<file path="config.mk">
export PLATFORM = sky130hd
export DESIGN_NAME = iers_sequencer
export DESIGN_NICKNAME = d
export VERILOG_FILES = /design/src/verilog/iers_pkg.sv /design/src/verilog/iers_sequencer.sv
export SDC_FILE = /design/constraint.sdc
export NUM_CORES = 1
export LEC_CHECK = 0
export BUFFER_PORTS_ARGS = -buffer_cell sky130_fd_sc_hd__buf_2
export CAP_MARGIN = 20
export CORE_MARGIN = 1.5
export CORE_UTILIZATION = 47
export DETAILED_ROUTE_END_ITERATION = 16
export PLACE_DENSITY_LB_ADDON = 0.12
export REMOVE_ABC_BUFFERS = 1
export SKIP_CTS_REPAIR_TIMING = 1
export SYNTH_ARGS = -nofsm -noshare
export SYNTH_HDL_FRONTEND = slang
export SYNTH_SLANG_ARGS = --single-unit
</file>
<file path="constraint.sdc">
create_clock -name REF_CLK -period 5.06 [get_ports REF_CLK]
set_input_delay 1.012 -clock REF_CLK [delete_from_list [all_inputs] [get_ports REF_CLK]]
set_output_delay 1.012 -clock REF_CLK [all_outputs]
set_load 0.01 [all_outputs]
</file>
<file path="src/verilog/iers_pkg.sv">
// Package with widths, vector layout and state encodings of the entry/return sequencer
package iers_pkg;
  // ==========================================================================
  // Widths and address layout
  // ==========================================================================
  localparam int unsigned         WORD_W      = 16;
  localparam int unsigned         VEC_W       = 8;
  localparam logic [WORD_W-1:0]   WORD_STEP   = 16'h0002;
  localparam logic [WORD_W-1:0]   VEC_PS_OFS  = 16'h0002;
  localparam logic [WORD_W-1:0]   SP_RESET    = 16'h0000;
  localparam logic [WORD_W-1:0]   IP_RESET    = 16'h0000;
  localparam logic [WORD_W-1:0]   PSW_RESET   = 16'h0000;

  // ==========================================================================
  // Command codes from the instruction decoder
  // ==========================================================================
  localparam logic [1:0] CMD_NONE = 2'h0;
  localparam logic [1:0] CMD_RFI  = 2'h1;
  localparam logic [1:0] CMD_XCHG = 2'h2;
  localparam logic [1:0] CMD_SRET = 2'h3;

  // ==========================================================================
  // Sequencer states
  // ==========================================================================
  typedef enum logic [3:0] {
    ST_IDLE      = 4'b0000,
    ST_PUSH_PSW  = 4'b0001,
    ST_PUSH_IP   = 4'b0010,
    ST_VEC_IP    = 4'b0011,
    ST_VEC_PSW   = 4'b0100,
    ST_POP_IP    = 4'b0101,
    ST_POP_PSW   = 4'b0110,
    ST_XPOP      = 4'b0111,
    ST_XPUSH     = 4'b1000,
    ST_SRPOP     = 4'b1001
  } iers_state_e;
endpackage : iers_pkg

</file>
<file path="src/verilog/iers_sequencer.sv">
// Interrupt entry, interrupt return, co-routine exchange and subroutine return sequencer
`timescale 1ns/1ps
`default_nettype none

// Notes on behaviour
// [RL1] Entry pushes status then pointer, predecrementing
// [RL2] Then fetch two consecutive vector words
// [RL3] First word pointer, second word status
// [RL4] Loaded status sets mode and register set
// [RL5] Device supplies low kernel vector location
// [RL6] Return pops pointer then status, postincrementing
// [RL7] Stack only; no nesting limit
// [RL8] Exchange jump pops target, pushes old pointer
// [RL9] Subroutine return: link to pointer, pop link
// [RL10] Entry accepted only at instruction boundary
module iers_sequencer
  import iers_pkg::*;
(
  input  wire logic              REF_CLK,
  input  wire logic              RST_N,
  input  wire logic              IRQ_REQ,
  input  wire logic [VEC_W-1:0]  IRQ_VECTOR,
  input  wire logic              INSN_BOUNDARY,
  input  wire logic [1:0]        CMD,
  input  wire logic [WORD_W-1:0] LINK_IN,
  input  wire logic [WORD_W-1:0] IP_IN,
  input  wire logic [WORD_W-1:0] SP_IN,
  input  wire logic [WORD_W-1:0] PSW_IN,
  input  wire logic [WORD_W-1:0] MEM_RDATA,
  input  wire logic              MEM_ACK,
  output logic                   MEM_REQ,
  output logic                   MEM_WE,
  output logic [WORD_W-1:0]      MEM_ADDR,
  output logic [WORD_W-1:0]      MEM_WDATA,
  output logic [WORD_W-1:0]      INSTRUCTION_POINTER,
  output logic [WORD_W-1:0]      STACK_POINTER,
  output logic [WORD_W-1:0]      PROCESSOR_STATUS_WORD,
  output logic [WORD_W-1:0]      LINK_OUT,
  output logic                   LINK_WE,
  output logic                   IRQ_TAKEN,
  output logic                   BUSY,
  output logic                   DONE
);
  // ==========================================================================
  // Registers
  // ==========================================================================
  iers_state_e       state_q, state_d;
  logic [WORD_W-1:0] ip_q, sp_q, psw_q, vec_q, tmp_q, link_q;
  logic              req_q, we_q, taken_q, done_q, lwe_q, busy_q;
  logic [WORD_W-1:0] addr_q, wdata_q;

  // ==========================================================================
  // Decoding
  // ==========================================================================
  wire logic              idle      = (state_q == ST_IDLE);
  wire logic              busy_d    = (state_d != ST_IDLE);
  wire logic              take_irq  = idle && IRQ_REQ && INSN_BOUNDARY; // [RL10]
  wire logic              start_cmd = idle && !take_irq && (CMD != CMD_NONE);
  wire logic              step      = !idle && MEM_ACK;
  wire logic [WORD_W-1:0] sp_dec    = sp_q - WORD_STEP; // [RL1]
  wire logic [WORD_W-1:0] sp_inc    = sp_q + WORD_STEP; // [RL6]
  // Live stack pointer, the tracked copy lags one cycle behind it
  wire logic [WORD_W-1:0] sp_in_dec = SP_IN - WORD_STEP; // [RL1]
  // Vector sits in low kernel space, location chosen by the device
  wire logic [WORD_W-1:0] vec_addr  = {{(WORD_W-VEC_W){1'b0}}, IRQ_VECTOR}; // [RL5]

  // Next state
  always_comb begin
    state_d = state_q;
    if (take_irq) begin
      state_d = ST_PUSH_PSW;
    end else if (start_cmd) begin
      case (CMD)
        CMD_RFI:  state_d = ST_POP_IP;
        CMD_XCHG: state_d = ST_XPOP;
        CMD_SRET: state_d = ST_SRPOP;
        default:  state_d = ST_IDLE;
      endcase
    end else if (step) begin
      case (state_q)
        ST_PUSH_PSW: state_d = ST_PUSH_IP;  // [RL1]
        ST_PUSH_IP:  state_d = ST_VEC_IP;   // [RL2]
        ST_VEC_IP:   state_d = ST_VEC_PSW;  // [RL2]
        ST_POP_IP:   state_d = ST_POP_PSW;  // [RL6]
        ST_XPOP:     state_d = ST_XPUSH;    // [RL8]
        default:     state_d = ST_IDLE;
      endcase
    end
  end

  // State register
  always_ff @(posedge REF_CLK or negedge RST_N) begin
    if (!RST_N) begin
      state_q <= ST_IDLE;
      busy_q  <= 1'b0;
    end else begin
      state_q <= state_d;
      busy_q  <= busy_d;
    end
  end

  // ==========================================================================
  // Datapath: architectural copies and memory cycle
  // ==========================================================================
  // All state lives on the stack in memory, so nesting depth is unbounded [RL7]
  always_ff @(posedge REF_CLK or negedge RST_N) begin
    if (!RST_N) begin
      ip_q    <= IP_RESET;
      sp_q    <= SP_RESET;
      psw_q   <= PSW_RESET;
      vec_q   <= '0;
      tmp_q   <= '0;
      link_q  <= '0;
      req_q   <= 1'b0;
      we_q    <= 1'b0;
      addr_q  <= '0;
      wdata_q <= '0;
      taken_q <= 1'b0;
      done_q  <= 1'b0;
      lwe_q   <= 1'b0;
    end else begin
      taken_q <= take_irq;
      done_q  <= 1'b0;
      lwe_q   <= 1'b0;
      if (idle) begin
        ip_q  <= IP_IN;
        psw_q <= PSW_IN;
        if (take_irq) begin
          // Push status first at SP-2 [RL1]
          sp_q    <= sp_in_dec;
          vec_q   <= vec_addr;
          req_q   <= 1'b1;
          we_q    <= 1'b1;
          addr_q  <= sp_in_dec;
          wdata_q <= PSW_IN;
        end else if (start_cmd) begin
          sp_q    <= SP_IN;
          link_q  <= LINK_IN;
          req_q   <= 1'b1;
          we_q    <= 1'b0;
          addr_q  <= SP_IN;
        end else begin
          sp_q    <= SP_IN;
        end
      end else if (step) begin
        case (state_q)
          ST_PUSH_PSW: begin
            sp_q    <= sp_dec;  // [RL1]
            addr_q  <= sp_dec;
            wdata_q <= ip_q;
          end
          ST_PUSH_IP: begin
            we_q   <= 1'b0;
            addr_q <= vec_q;   // [RL2]
          end
          ST_VEC_IP: begin
            ip_q   <= MEM_RDATA;  // [RL3]
            addr_q <= vec_q + VEC_PS_OFS;
          end
          ST_VEC_PSW: begin
            psw_q  <= MEM_RDATA;  // New mode and register set [RL4] [RL3]
            req_q  <= 1'b0;
            done_q <= 1'b1;
          end
          ST_POP_IP: begin
            ip_q   <= MEM_RDATA;  // [RL6]
            sp_q   <= sp_inc;
            addr_q <= sp_inc;
          end
          ST_POP_PSW: begin
            psw_q  <= MEM_RDATA;  // [RL6]
            sp_q   <= sp_inc;
            req_q  <= 1'b0;
            done_q <= 1'b1;
          end
          ST_XPOP: begin
            // Pop target, SP+2 then SP-2 nets out unchanged [RL8]
            tmp_q   <= MEM_RDATA;
            we_q    <= 1'b1;
            wdata_q <= ip_q;
          end
          ST_XPUSH: begin
            ip_q   <= tmp_q;  // [RL8]
            we_q   <= 1'b0;
            req_q  <= 1'b0;
            done_q <= 1'b1;
          end
          ST_SRPOP: begin
            ip_q   <= link_q;  // [RL9]
            link_q <= MEM_RDATA;
            lwe_q  <= 1'b1;
            sp_q   <= sp_inc;
            req_q  <= 1'b0;
            done_q <= 1'b1;
          end
          default: begin
            req_q <= 1'b0;
          end
        endcase
      end
    end
  end

  // ==========================================================================
  // Outputs
  // ==========================================================================
  assign MEM_REQ               = req_q;
  assign MEM_WE                = we_q;
  assign MEM_ADDR              = addr_q;
  assign MEM_WDATA             = wdata_q;
  assign INSTRUCTION_POINTER   = ip_q;
  assign STACK_POINTER         = sp_q;
  assign PROCESSOR_STATUS_WORD = psw_q;
  assign LINK_OUT              = link_q;
  assign LINK_WE               = lwe_q;
  assign IRQ_TAKEN             = taken_q;
  assign BUSY                  = busy_q;
  assign DONE                  = done_q;

  // ==========================================================================
  // Checks
  // ==========================================================================
  property p_boundary;
    @(posedge REF_CLK) disable iff (!RST_N)
      IRQ_TAKEN |-> $past(INSN_BOUNDARY);
  endproperty
  a_boundary: assert property (p_boundary) else $error("entry off boundary"); // [RL10]

  property p_push_psw;
    @(posedge REF_CLK) disable iff (!RST_N)
      IRQ_TAKEN |-> MEM_WE && MEM_WDATA == $past(PSW_IN) && MEM_ADDR == $past(SP_IN) - WORD_STEP;
  endproperty
  a_push_psw: assert property (p_push_psw) else $error("status push wrong"); // [RL1]

  property p_push_ip;
    @(posedge REF_CLK) disable iff (!RST_N)
      (state_q == ST_PUSH_PSW && MEM_ACK) |=> MEM_WE && MEM_WDATA == ip_q
        && MEM_ADDR == $past(MEM_ADDR) - WORD_STEP && STACK_POINTER == MEM_ADDR;
  endproperty
  a_push_ip: assert property (p_push_ip) else $error("pointer push wrong"); // [RL1]

  property p_vec_addr;
    @(posedge REF_CLK) disable iff (!RST_N)
      (state_q == ST_PUSH_IP && MEM_ACK) |=> !MEM_WE && MEM_ADDR == vec_q;
  endproperty
  a_vec_addr: assert property (p_vec_addr) else $error("vector address wrong"); // [RL2]

  property p_vec_load;
    @(posedge REF_CLK) disable iff (!RST_N)
      (state_q == ST_VEC_IP && MEM_ACK) |=> INSTRUCTION_POINTER == $past(MEM_RDATA);
  endproperty
  a_vec_load: assert property (p_vec_load) else $error("vector pointer not loaded"); // [RL3]

  property p_vec_psw;
    @(posedge REF_CLK) disable iff (!RST_N)
      (state_q == ST_VEC_PSW && MEM_ACK) |=> PROCESSOR_STATUS_WORD == $past(MEM_RDATA) && DONE;
  endproperty
  a_vec_psw: assert property (p_vec_psw) else $error("vector status not loaded"); // [RL4]

  property p_rfi_sp;
    @(posedge REF_CLK) disable iff (!RST_N)
      (state_q == ST_POP_PSW && MEM_ACK) |=> STACK_POINTER == $past(MEM_ADDR) + WORD_STEP;
  endproperty
  a_rfi_sp: assert property (p_rfi_sp) else $error("return pop pointer wrong"); // [RL6]

  property p_xchg;
    @(posedge REF_CLK) disable iff (!RST_N)
      (state_q == ST_XPOP && MEM_ACK) |=> MEM_WE && MEM_ADDR == $past(MEM_ADDR);
  endproperty
  a_xchg: assert property (p_xchg) else $error("exchange push slot wrong"); // [RL8]

  property p_sret;
    @(posedge REF_CLK) disable iff (!RST_N)
      (state_q == ST_SRPOP && MEM_ACK) |=> INSTRUCTION_POINTER == $past(link_q) && LINK_WE;
  endproperty
  a_sret: assert property (p_sret) else $error("subroutine return wrong"); // [RL9]
endmodule : iers_sequencer

`default_nettype wire

</file>
==> impl_metrics.json, run 1 <==
{
  "syn_to_final_growth_pct": 21.4,
  "fin_cells": 1217,
  "p_int_uw": 3710,
  "syn_area_per_cell_um2": 9.33,
  "io_buffer_count": 196,
  "via_per_inst": 5.82,
  "cts_tree": "yes",
  "leakagePower_uw": 0.00411,
  "dp_hpwl_um": 15000,
  "power_uw": 6580,
  "cp_cell_sequence": "or3b_2, o2bb2ai_2, mux2_2",
  "num_rows": 46,
  "fp.dieH_um": 132,
  "max_stage_delay_ns": 0.90,
  "drt_iter0_markers": 538,
  "route.met3.wl_um": 1200,
  "yosysSeqAreaShare": 0.417,
  "synth_top_family_by_area": "simple AND/OR/NAND/NOR gates",
  "dieArea_mm2": 0.0174,
  "routed_wirelength_um": 22300,
  "drive_above_1_share": 0.302,
  "synth_cells": 836,
  "clkSinkCount": 130,
  "grt_overflow": 0,
  "cts_buffers": 17,
  "tightest_slew_ns": 1.01,
  "power_frac_comb": 0.477,
  "cts_buffer_depth": 2,
  "finalWorstSetupSlack_ns": 1.91,
  "timing.final.crit_share": 0.623,
  "die-width_um": 132,
  "gp_congestion": 0.812,
  "synth_adder_area_share": 0.0128,
  "cts-root-buf": "clkbuf_16",
  "first_global_vias": 6881,
  "status": "complete, no violations",
  "cp_max_fo": 34,
  "critical_path_class": "reg2reg",
  "synth-compound-area-share": 0.179,
  "grt_pass1_wl_um": 36300,
  "synthTopCellsByArea": "dfrtp_1 42%, mux2_2 6.1%, mux2i_1 5.8%",
  "rsz0062_at_grt": "false",
  "crit_family": "compound AO/OA/AOI/OAI gates",
  "yosys.area_share.simple": 0.192,
  "h-tree-depth": 4,
  "antenna_cells": 0,
  "top_layer_used": "met5",
  "routedWlPerCell_um": 18.3,
  "synthTopCellsByCount": "130 x dfrtp_1, 92 x nand2_1, 66 x nor2_1, 55 x o21ai_0, 45 x mux2i_1",
  "synth_top_area_frac": 0.417,
  "yosysUniqueCellTypes": 71,
  "critPathCaptureType": "flop",
  "finalSetupViolations": 0,
  "critPathSlowestCell": "o2bb2ai_2",
  "p_clk_frac": 0.195,
  "slew_headroom": 0.322,
  "wl_met1_um": 10100,
  "grt_max_degree": 103,
  "synth-main-ff-cell": "dfrtp_1",
  "syn_area_mm2": 0.00780,
  "yosysMostFrequentCell": "dfrtp_1",
  "met2_length_um": 10600,
  "synth-xor-area-share": 0.0326,
  "initial_core_util": 0.486,
  "tns_ns": 0,
  "yosys_register_bits": 130,
  "final_core_util": 0.590,
  "skew_ns": 0.00660,
  "drc": 0,
  "finalCriticalPeriod_ns": 3.15,
  "grt_use_total": 0.260,
  "clk_latency_ns": 0.42,
  "crit_buf_inv": 0,
  "ios": 197,
  "drv_slew": 0,
  "core_mm2": 0.0161,
  "critPathLaunchType": "flop",
  "worstPathArrival_ns": 3.45,
  "pre_cts_slack_ns": 1.85,
  "detail-route-antenna-nets": 0,
  "switchingPower_uw": 2870,
  "fin_nets": 1091,
  "cts.clk_slew.worst_paths_ns": 0.06,
  "drtPass1Iterations": 7,
  "synthArstFlopShare": 1.00,
  "drv_cap": 0,
  "synth_mux_area_frac": 0.118,
  "yosysWarnings": 0,
  "synth_area_leader_cell": "dfrtp_1",
  "ir_worst_vdd_uv": 366,
  "antenna_found_initial": 1,
  "post-place-cells": 1185,
  "timing_hold_violations_final": 0,
  "num_vias": 7079,
  "seq_power_share": 0.328,
  "fmax_mhz": 317,
  "powerDensity_mw_per_mm2": 695,
  "critPathRequiredTime_ns": 5.36,
  "hold_path_class": "reg2reg",
  "synth_edf_count": 0,
  "switching_share": 0.436
}
[layout by cell type (no fill, tap or decap), drive strengths merged, types with 7 or more instances in the layout]
cell / instances
nor2: 67
a221oi: 23
or4: 8
clkinv: 8
a31oi: 20
nand4: 7
dfrtp: 130
xnor2: 20
or3: 7
nor3b: 18
o21ai: 56
nand3: 15
buf: 203
nor3: 21
nor4: 18
inv: 16
and3: 8
ha: 8
mux2i: 45
nand2: 92
xor2: 9
a211oi: 7
mux2: 42
o22ai: 8
a21oi: 40
a221o: 9
clkbuf: 20
[worst register-to-register path: cells and delay by family, from the launching register on]
family	cells	cell delay, ns
and+or+nand+nor	1	0.82
AOI/OAI and AO/OA	1	0.91
muxes	1	0.43
DFF	1	0.87
[layer usage]
metal / GRT usage / vias up
li1: - / 3393
met1: 0.342 / 3434
met2: 0.433 / 218
met3: 0.0531 / 32
met4: 0.0765 / 2
met5: 0 / -
[power by group through the flow]
stage               combinational [µW]  clock, µW  sequential, µW
floorplan                         1980          0            2190
global route                      3480       1340            2240
finish                            3140       1280            2160
global placement                  3100          0            2150
detailed placement                3160          0            2150
CTS                               3160       1290            2140
[layout make-up]
type / instances / area, µm²
clock buffer: 20 / 457
clock inverter: 12 / 156
fill: 1423 / 6590
inverter: 16 / 60.1
multi-input combinational: 620 / 4230
sequential: 130 / 3250
tap: 216 / 270
timing repair buffer: 203 / 1040
[cells by family (layout without fill, tap and decap cells)]
| family | after synthesis | count (layout) |
|---|---|---|
| flops | 130 | 130 |
| buf+inv | 86 | 251 |
| compound gates | 208 | 208 |
| simple gates | 288 | 288 |
| xor+xnor | 29 | 29 |
| fa+ha+maj | 8 | 8 |
| mux | 87 | 87 |
[path summary, 6_finish.rpt]
kind	start	end	slack, ns	cells after the start
max	state_q[3]	INSTRUCTION_POINTER[9]	1.91	3
min	MEM_ADDR[0]	MEM_ADDR[0]	0.48	2
max reg2reg	state_q[3]	INSTRUCTION_POINTER[9]	1.91	3
min reg2reg	MEM_ADDR[0]	MEM_ADDR[0]	0.48	2
max in group asynchronous	RST_N	LINK_OUT[14]	3.40	2
min in group asynchronous	RST_N	IRQ_TAKEN	0.72	1
[state kept, by name (all words and copies together) (netlist names), 4 cells and up]
name                   count
INSTRUCTION_POINTER       16
LINK_OUT                  16
MEM_ADDR                  16
MEM_WDATA                 16
PROCESSOR_STATUS_WORD     16
STACK_POINTER             16
tmp_q                     16
vec_q                      8
state_q                    4
[through the flow]
| step | instance area, µm² | hold WS [ns] |
|---|---|---|
| after CTS | 9470 | 0.478 |
| after global routing | 9470 | 0.515 |
| after global placement | 8850 | 0.468 |
| after floorplan | 7490 | 0.472 |
| after detailed placement | 8850 | 0.465 |
| final | 9470 | 0.476 |
(Power assumes the default switching activity.)
==> run 2: changes to the inputs <==
Clock period 5.06 ns to 2.6 ns, I/O delays scaled along.
==> run 2 against run 1 <==
- via count increased by 2.8%
- non-clock buffer count increased by 42
- utilization increased by 1.9 points
- largest power group unchanged
- count of clock-buffer cells in the layout shrank 1
- critical path depth increased by 3
- register-to-register slack got worse by 1.6 ns
- critical path type unchanged
- combinational power increased by 120%
- worst hold slack lost 0.44 ns
- critical endpoint is now MEM_ADDR[8]
- sequential share of layout area decreased by 1.1 points
==> impl_metrics.json, run 2 (synthesized netlist as in run 1, its figures left out) <==
{
  "rr_worst_depth": 6,
  "n_fill_cell": 1463,
  "antenna_found_initial": 0,
  "timing.final.crit_share": 0.896,
  "num_vias": 7277,
  "hold_path_class": "in2async",
  "timing.hold.ws_ns": 0.0382,
  "h-tree-depth": 4,
  "tns_ns": 0,
  "critical_path_class": "reg2reg",
  "drive_above_1_share": 0.330,
  "slew_headroom": 0.429,
  "rsz0062_at_grt": "false",
  "gp_congestion": 0.894,
  "fmax_mhz": 429,
  "worstPathArrival_ns": 2.63,
  "reg2reg_slack_ns": 0.27,
  "dp_hpwl_um": 15800,
  "drv_cap": 0,
  "timing_hold_violations_final": 0,
  "critPathRequiredTime_ns": 2.90,
  "regArea_mm2": 0.00325,
  "layout_common_cells": "195 x buf_2, 129 x dfrtp_1, 92 x nand2_1",
  "cp_max_fo": 15,
  "cts_buffers": 17,
  "num_rows": 46,
  "leakagePower_uw": 0.00430,
  "antenna_cells": 0,
  "initial_core_util": 0.486,
  "die-width_um": 132,
  "first_global_vias": 7239,
  "syn_to_final_growth_pct": 25.3,
  "routed_wirelength_um": 22800,
  "io_buffer_count": 196,
  "grt_pass1_wl_um": 37800,
  "multiInputGateArea_mm2": 0.00423,
  "dieArea_mm2": 0.0174,
  "cts_buffer_depth": 2,
  "tightest_slew_ns": 0.856,
  "drtPass1Iterations": 4,
  "power_uw": 13100,
  "routedWlPerCell_um": 18.1,
  "finalCriticalPeriod_ns": 2.33,
  "core_mm2": 0.0161,
  "critPathCaptureType": "flop",
  "fp.dieH_um": 132,
  "grt_overflow": 0,
  "grt_max_degree": 76,
  "final_common_cell": "buf_2",
  "drv_slew": 0,
  "cts-root-buf": "clkbuf_16",
  "detail-route-antenna-nets": 0,
  "via_per_inst": 5.78,
  "clk_latency_ns": 0.42,
  "fin_nets": 1133,
  "drc": 0,
  "pre_cts_slack_ns": 0.142,
  "powerDensity_mw_per_mm2": 1340,
  "endpoint": "MEM_ADDR[8]",
  "finalSetupViolations": 0,
  "status": "complete, no violations",
  "grt_use_total": 0.270,
  "clkSinkCount": 130,
  "r2r-end": "MEM_ADDR[8]",
  "finalWorstSetupSlack_ns": 0.270,
  "drt_iter0_markers": 517,
  "r2r-start": "state_q[3]",
  "cts_tree": "yes",
  "cts.clk_slew.worst_paths_ns": 0.06,
  "ios": 197,
  "crit_path_start": "state_q[3]",
  "ir_worst_vdd_uv": 630,
  "critPathLaunchType": "flop",
  "skew_ns": 0.00642
}
run 2: per-layer routing:
layer / GRT usage / vias to the layer above / part of all wire
met5: 0 / - / 0
met3: 0.0596 / 38 / 0.057
met4: 0.0883 / 0 / 0.023
met2: 0.447 / 234 / 0.48
li1: - / 3481 / -
met1: 0.352 / 3524 / 0.44
run 2: area by class of cell:
type | count | share of cell area
Inverter | 16 | 0.00615
Clock inverter | 12 | 0.0110
Sequential cell | 130 | 0.333
Multi-Input combinational cell | 620 | 0.433
Tap cell | 216 | 0.0277
Clock buffer | 19 | 0.0464
Timing Repair Buffer | 245 | 0.143
run 2: through the flow:
stage,cells,area [µm²],utilization
after floorplan,766,7490,-
after global placement,1227,9210,0.573
after detailed placement,1227,9210,0.573
after CTS,1258,9770,0.608
after global routing,1258,9770,0.608
final,1258,9770,0.608
run 2: worst min-delay path by stage:
| stage | startpoint | endpoint |
|---|---|---|
| floorplan | RST_N | BUSY |
| global placement | MEM_ADDR[0] | MEM_ADDR[0] |
| detailed placement | MEM_ADDR[4] | MEM_ADDR[4] |
| CTS | RST_N | IRQ_TAKEN |
| global route | RST_N | IRQ_TAKEN |
| finish | RST_N | IRQ_TAKEN |
run 2: power by group:
part | internal (µW) | switching, µW | total (µW)
Clock | 1360 | 934 | 2300
Sequential | 3050 | 817 | 3870
Combinational | 3010 | 3950 | 6960
Total | 7420 | 5700 | 13100
run 2: worst max-delay path, cell delays in order, from the launching register on:
cell and delay [ns]:
dfrtp_1 0.44, buf_4 0.22, or3b_2 0.49, nand2_1 0.37
buf_4 0.21, o221ai_1 0.13, a221o_1 0.34
==> run 3: changes to the inputs <==
Settings changed: BUFFER_PORTS_ARGS -buffer_cell sky130_fd_sc_hd__buf_2 to unset, DONT_BUFFER_PORTS set to 1.
==> run 3 against run 2 <==
- the run now ends with hold timing left
- maximum frequency is 2.6% lower
- sequential power is 12% higher
- via count is 9.5% lower
- die area stayed put
- worst setup slack worse by 0.062 ns
- sequential cell count stayed put
- critical endpoint is now MEM_ADDR[9]
- largest power group unchanged
- highest routed layer unchanged
==> impl_metrics.json, run 3 (synthesized netlist as in run 1, its figures left out) <==
{
  "clkSinkCount": 130,
  "slew_headroom": 0.593,
  "powerDensity_mw_per_mm2": 1440,
  "ios": 197,
  "clk_latency_ns": 0.43,
  "die-width_um": 132,
  "num_vias": 6585,
  "power_frac_comb": 0.468,
  "drtPass1Iterations": 5,
  "timing.final.crit_share": 0.920,
  "tns_ns": 0,
  "cp_cell_sequence": "buf_4, or3b_2, nand2_1, buf_4, o22ai_1, a221oi_1, o21ai_0",
  "timing.hold.ws_ns": -0.209,
  "critPathLaunchType": "flop",
  "r2r-start": "state_q[1]",
  "rr_worst_depth": 7,
  "finalCriticalPeriod_ns": 2.39,
  "endpoint": "MEM_ADDR[9]",
  "power_uw": 12800,
  "cts_buffer_depth": 2,
  "switchingPower_uw": 5650,
  "cts_tree": "yes",
  "io_buffer_count": 0,
  "critPathRequiredTime_ns": 2.90,
  "grt_overflow": 0,
  "crit_path_start": "state_q[1]",
  "switching_share": 0.440,
  "drv_slew": 0,
  "violations": "hold timing",
  "reg2reg_slack_ns": 0.21,
  "syn_to_final_growth_pct": 14.3,
  "antenna_cells": 0,
  "critical_path_class": "reg2reg",
  "skew_ns": 0.0103,
  "seq_power_share": 0.337,
  "cts_buffers": 17,
  "routed_wirelength_um": 23200,
  "fin_cells": 1068,
  "leakagePower_uw": 0.00358,
  "p_int_uw": 7180,
  "drc": 0,
  "critPathCaptureType": "flop",
  "h-tree-depth": 4,
  "ir_worst_vdd_uv": 703,
  "dieArea_mm2": 0.0174,
  "final_common_cell": "dfrtp_1",
  "fin_nets": 943,
  "cts.clk_slew.worst_paths_ns": 0.06,
  "p_clk_frac": 0.195,
  "num_rows": 46,
  "first_global_vias": 6812,
  "detail-route-antenna-nets": 0,
  "routedWlPerCell_um": 21.7,
  "drive_above_1_share": 0.181,
  "initial_core_util": 0.486,
  "antenna_found_initial": 0,
  "timing_hold_violations_final": 130,
  "layout_common_cells": "129 x dfrtp_1, 92 x nand2_1, 65 x nor2_1",
  "via_per_inst": 6.17,
  "drv_cap": 0,
  "drt_iter0_markers": 387,
  "cp_max_fo": 14,
  "post-place-cells": 1036,
  "dp_hpwl_um": 16300,
  "fmax_mhz": 418,
  "cts-root-buf": "clkbuf_16",
  "finalSetupViolations": 0,
  "grt_max_degree": 131,
  "grt_use_total": 0.271,
  "critPathMostFrequentCell": "buf_4",
  "status": "complete, but fails checks",
  "r2r-end": "MEM_ADDR[9]",
  "grt_pass1_wl_um": 37400,
  "fp.dieH_um": 132,
  "max_stage_delay_ns": 0.52,
  "core_mm2": 0.0161,
  "critPathSlowestCell": "dfrtp_1",
  "tightest_slew_ns": 0.611,
  "worstPathArrival_ns": 2.69,
  "gp_congestion": 0.886,
  "rsz0062_at_grt": "false",
  "hold_path_class": "in2async"
}
==> run 3: critical path: cells and delay by family, from the launching register on <==
kind / cells / cell delay (ns)
compound gates: 3 / 0.56
buf+inv: 2 / 0.48
flops: 1 / 0.52
simple gates: 2 / 0.71
==> run 3: power groups by stage <==
stage | combinational [µW] | sequential [µW] | clock (µW)
after floorplan | 3470 | 4240 | 0
after global placement | 5810 | 4320 | 0
after detailed placement | 5970 | 4350 | 0
after CTS | 5990 | 4330 | 2530
after global routing | 6610 | 4470 | 2620
final | 6010 | 4320 | 2500
==> run 3: worst min path at each step <==
stage / startpoint / end / slack [ns] / cells past startpoint
floorplan: RST_N / BUSY / 0.22 / 0
global placement: RST_N / IRQ_TAKEN / 0.23 / 0
detailed placement: RST_N / STACK_POINTER[0] / 0.23 / 0
CTS: RST_N / STACK_POINTER[10] / -0.22 / 0
global route: RST_N / STACK_POINTER[0] / -0.23 / 0
finish: RST_N / STACK_POINTER[0] / -0.21 / 0
==> run 3: cell type report <==
cell class | instances | area, µm²
Multi-Input combinational cell | 620 | 4230
Clock buffer | 17 | 425
Timing Repair Buffer | 55 | 495
Fill cell | 1433 | 7140
Sequential cell | 130 | 3250
Tap cell | 216 | 270
Inverter | 16 | 60.1
Clock inverter | 14 | 180
==> run 3: metal layers <==
metal | share of wire | vias to the layer above | global-route usage
met5 | 0 | - | 0
met4 | 0.025 | 0 | 0.112
met3 | 0.069 | 37 | 0.0688
met2 | 0.49 | 234 | 0.458
met1 | 0.42 | 3230 | 0.332
li1 | - | 3084 | -
==> run 3: metrics by stage <==
stage	util	instance area, µm²	setup WS (ns)
global placement	0.517	8290	0.230
detailed placement	0.517	8290	0.178
global route	0.555	8910	0.00525
CTS	0.554	8900	0.187
finish	0.555	8910	0.208
floorplan	-	7490	-5.60
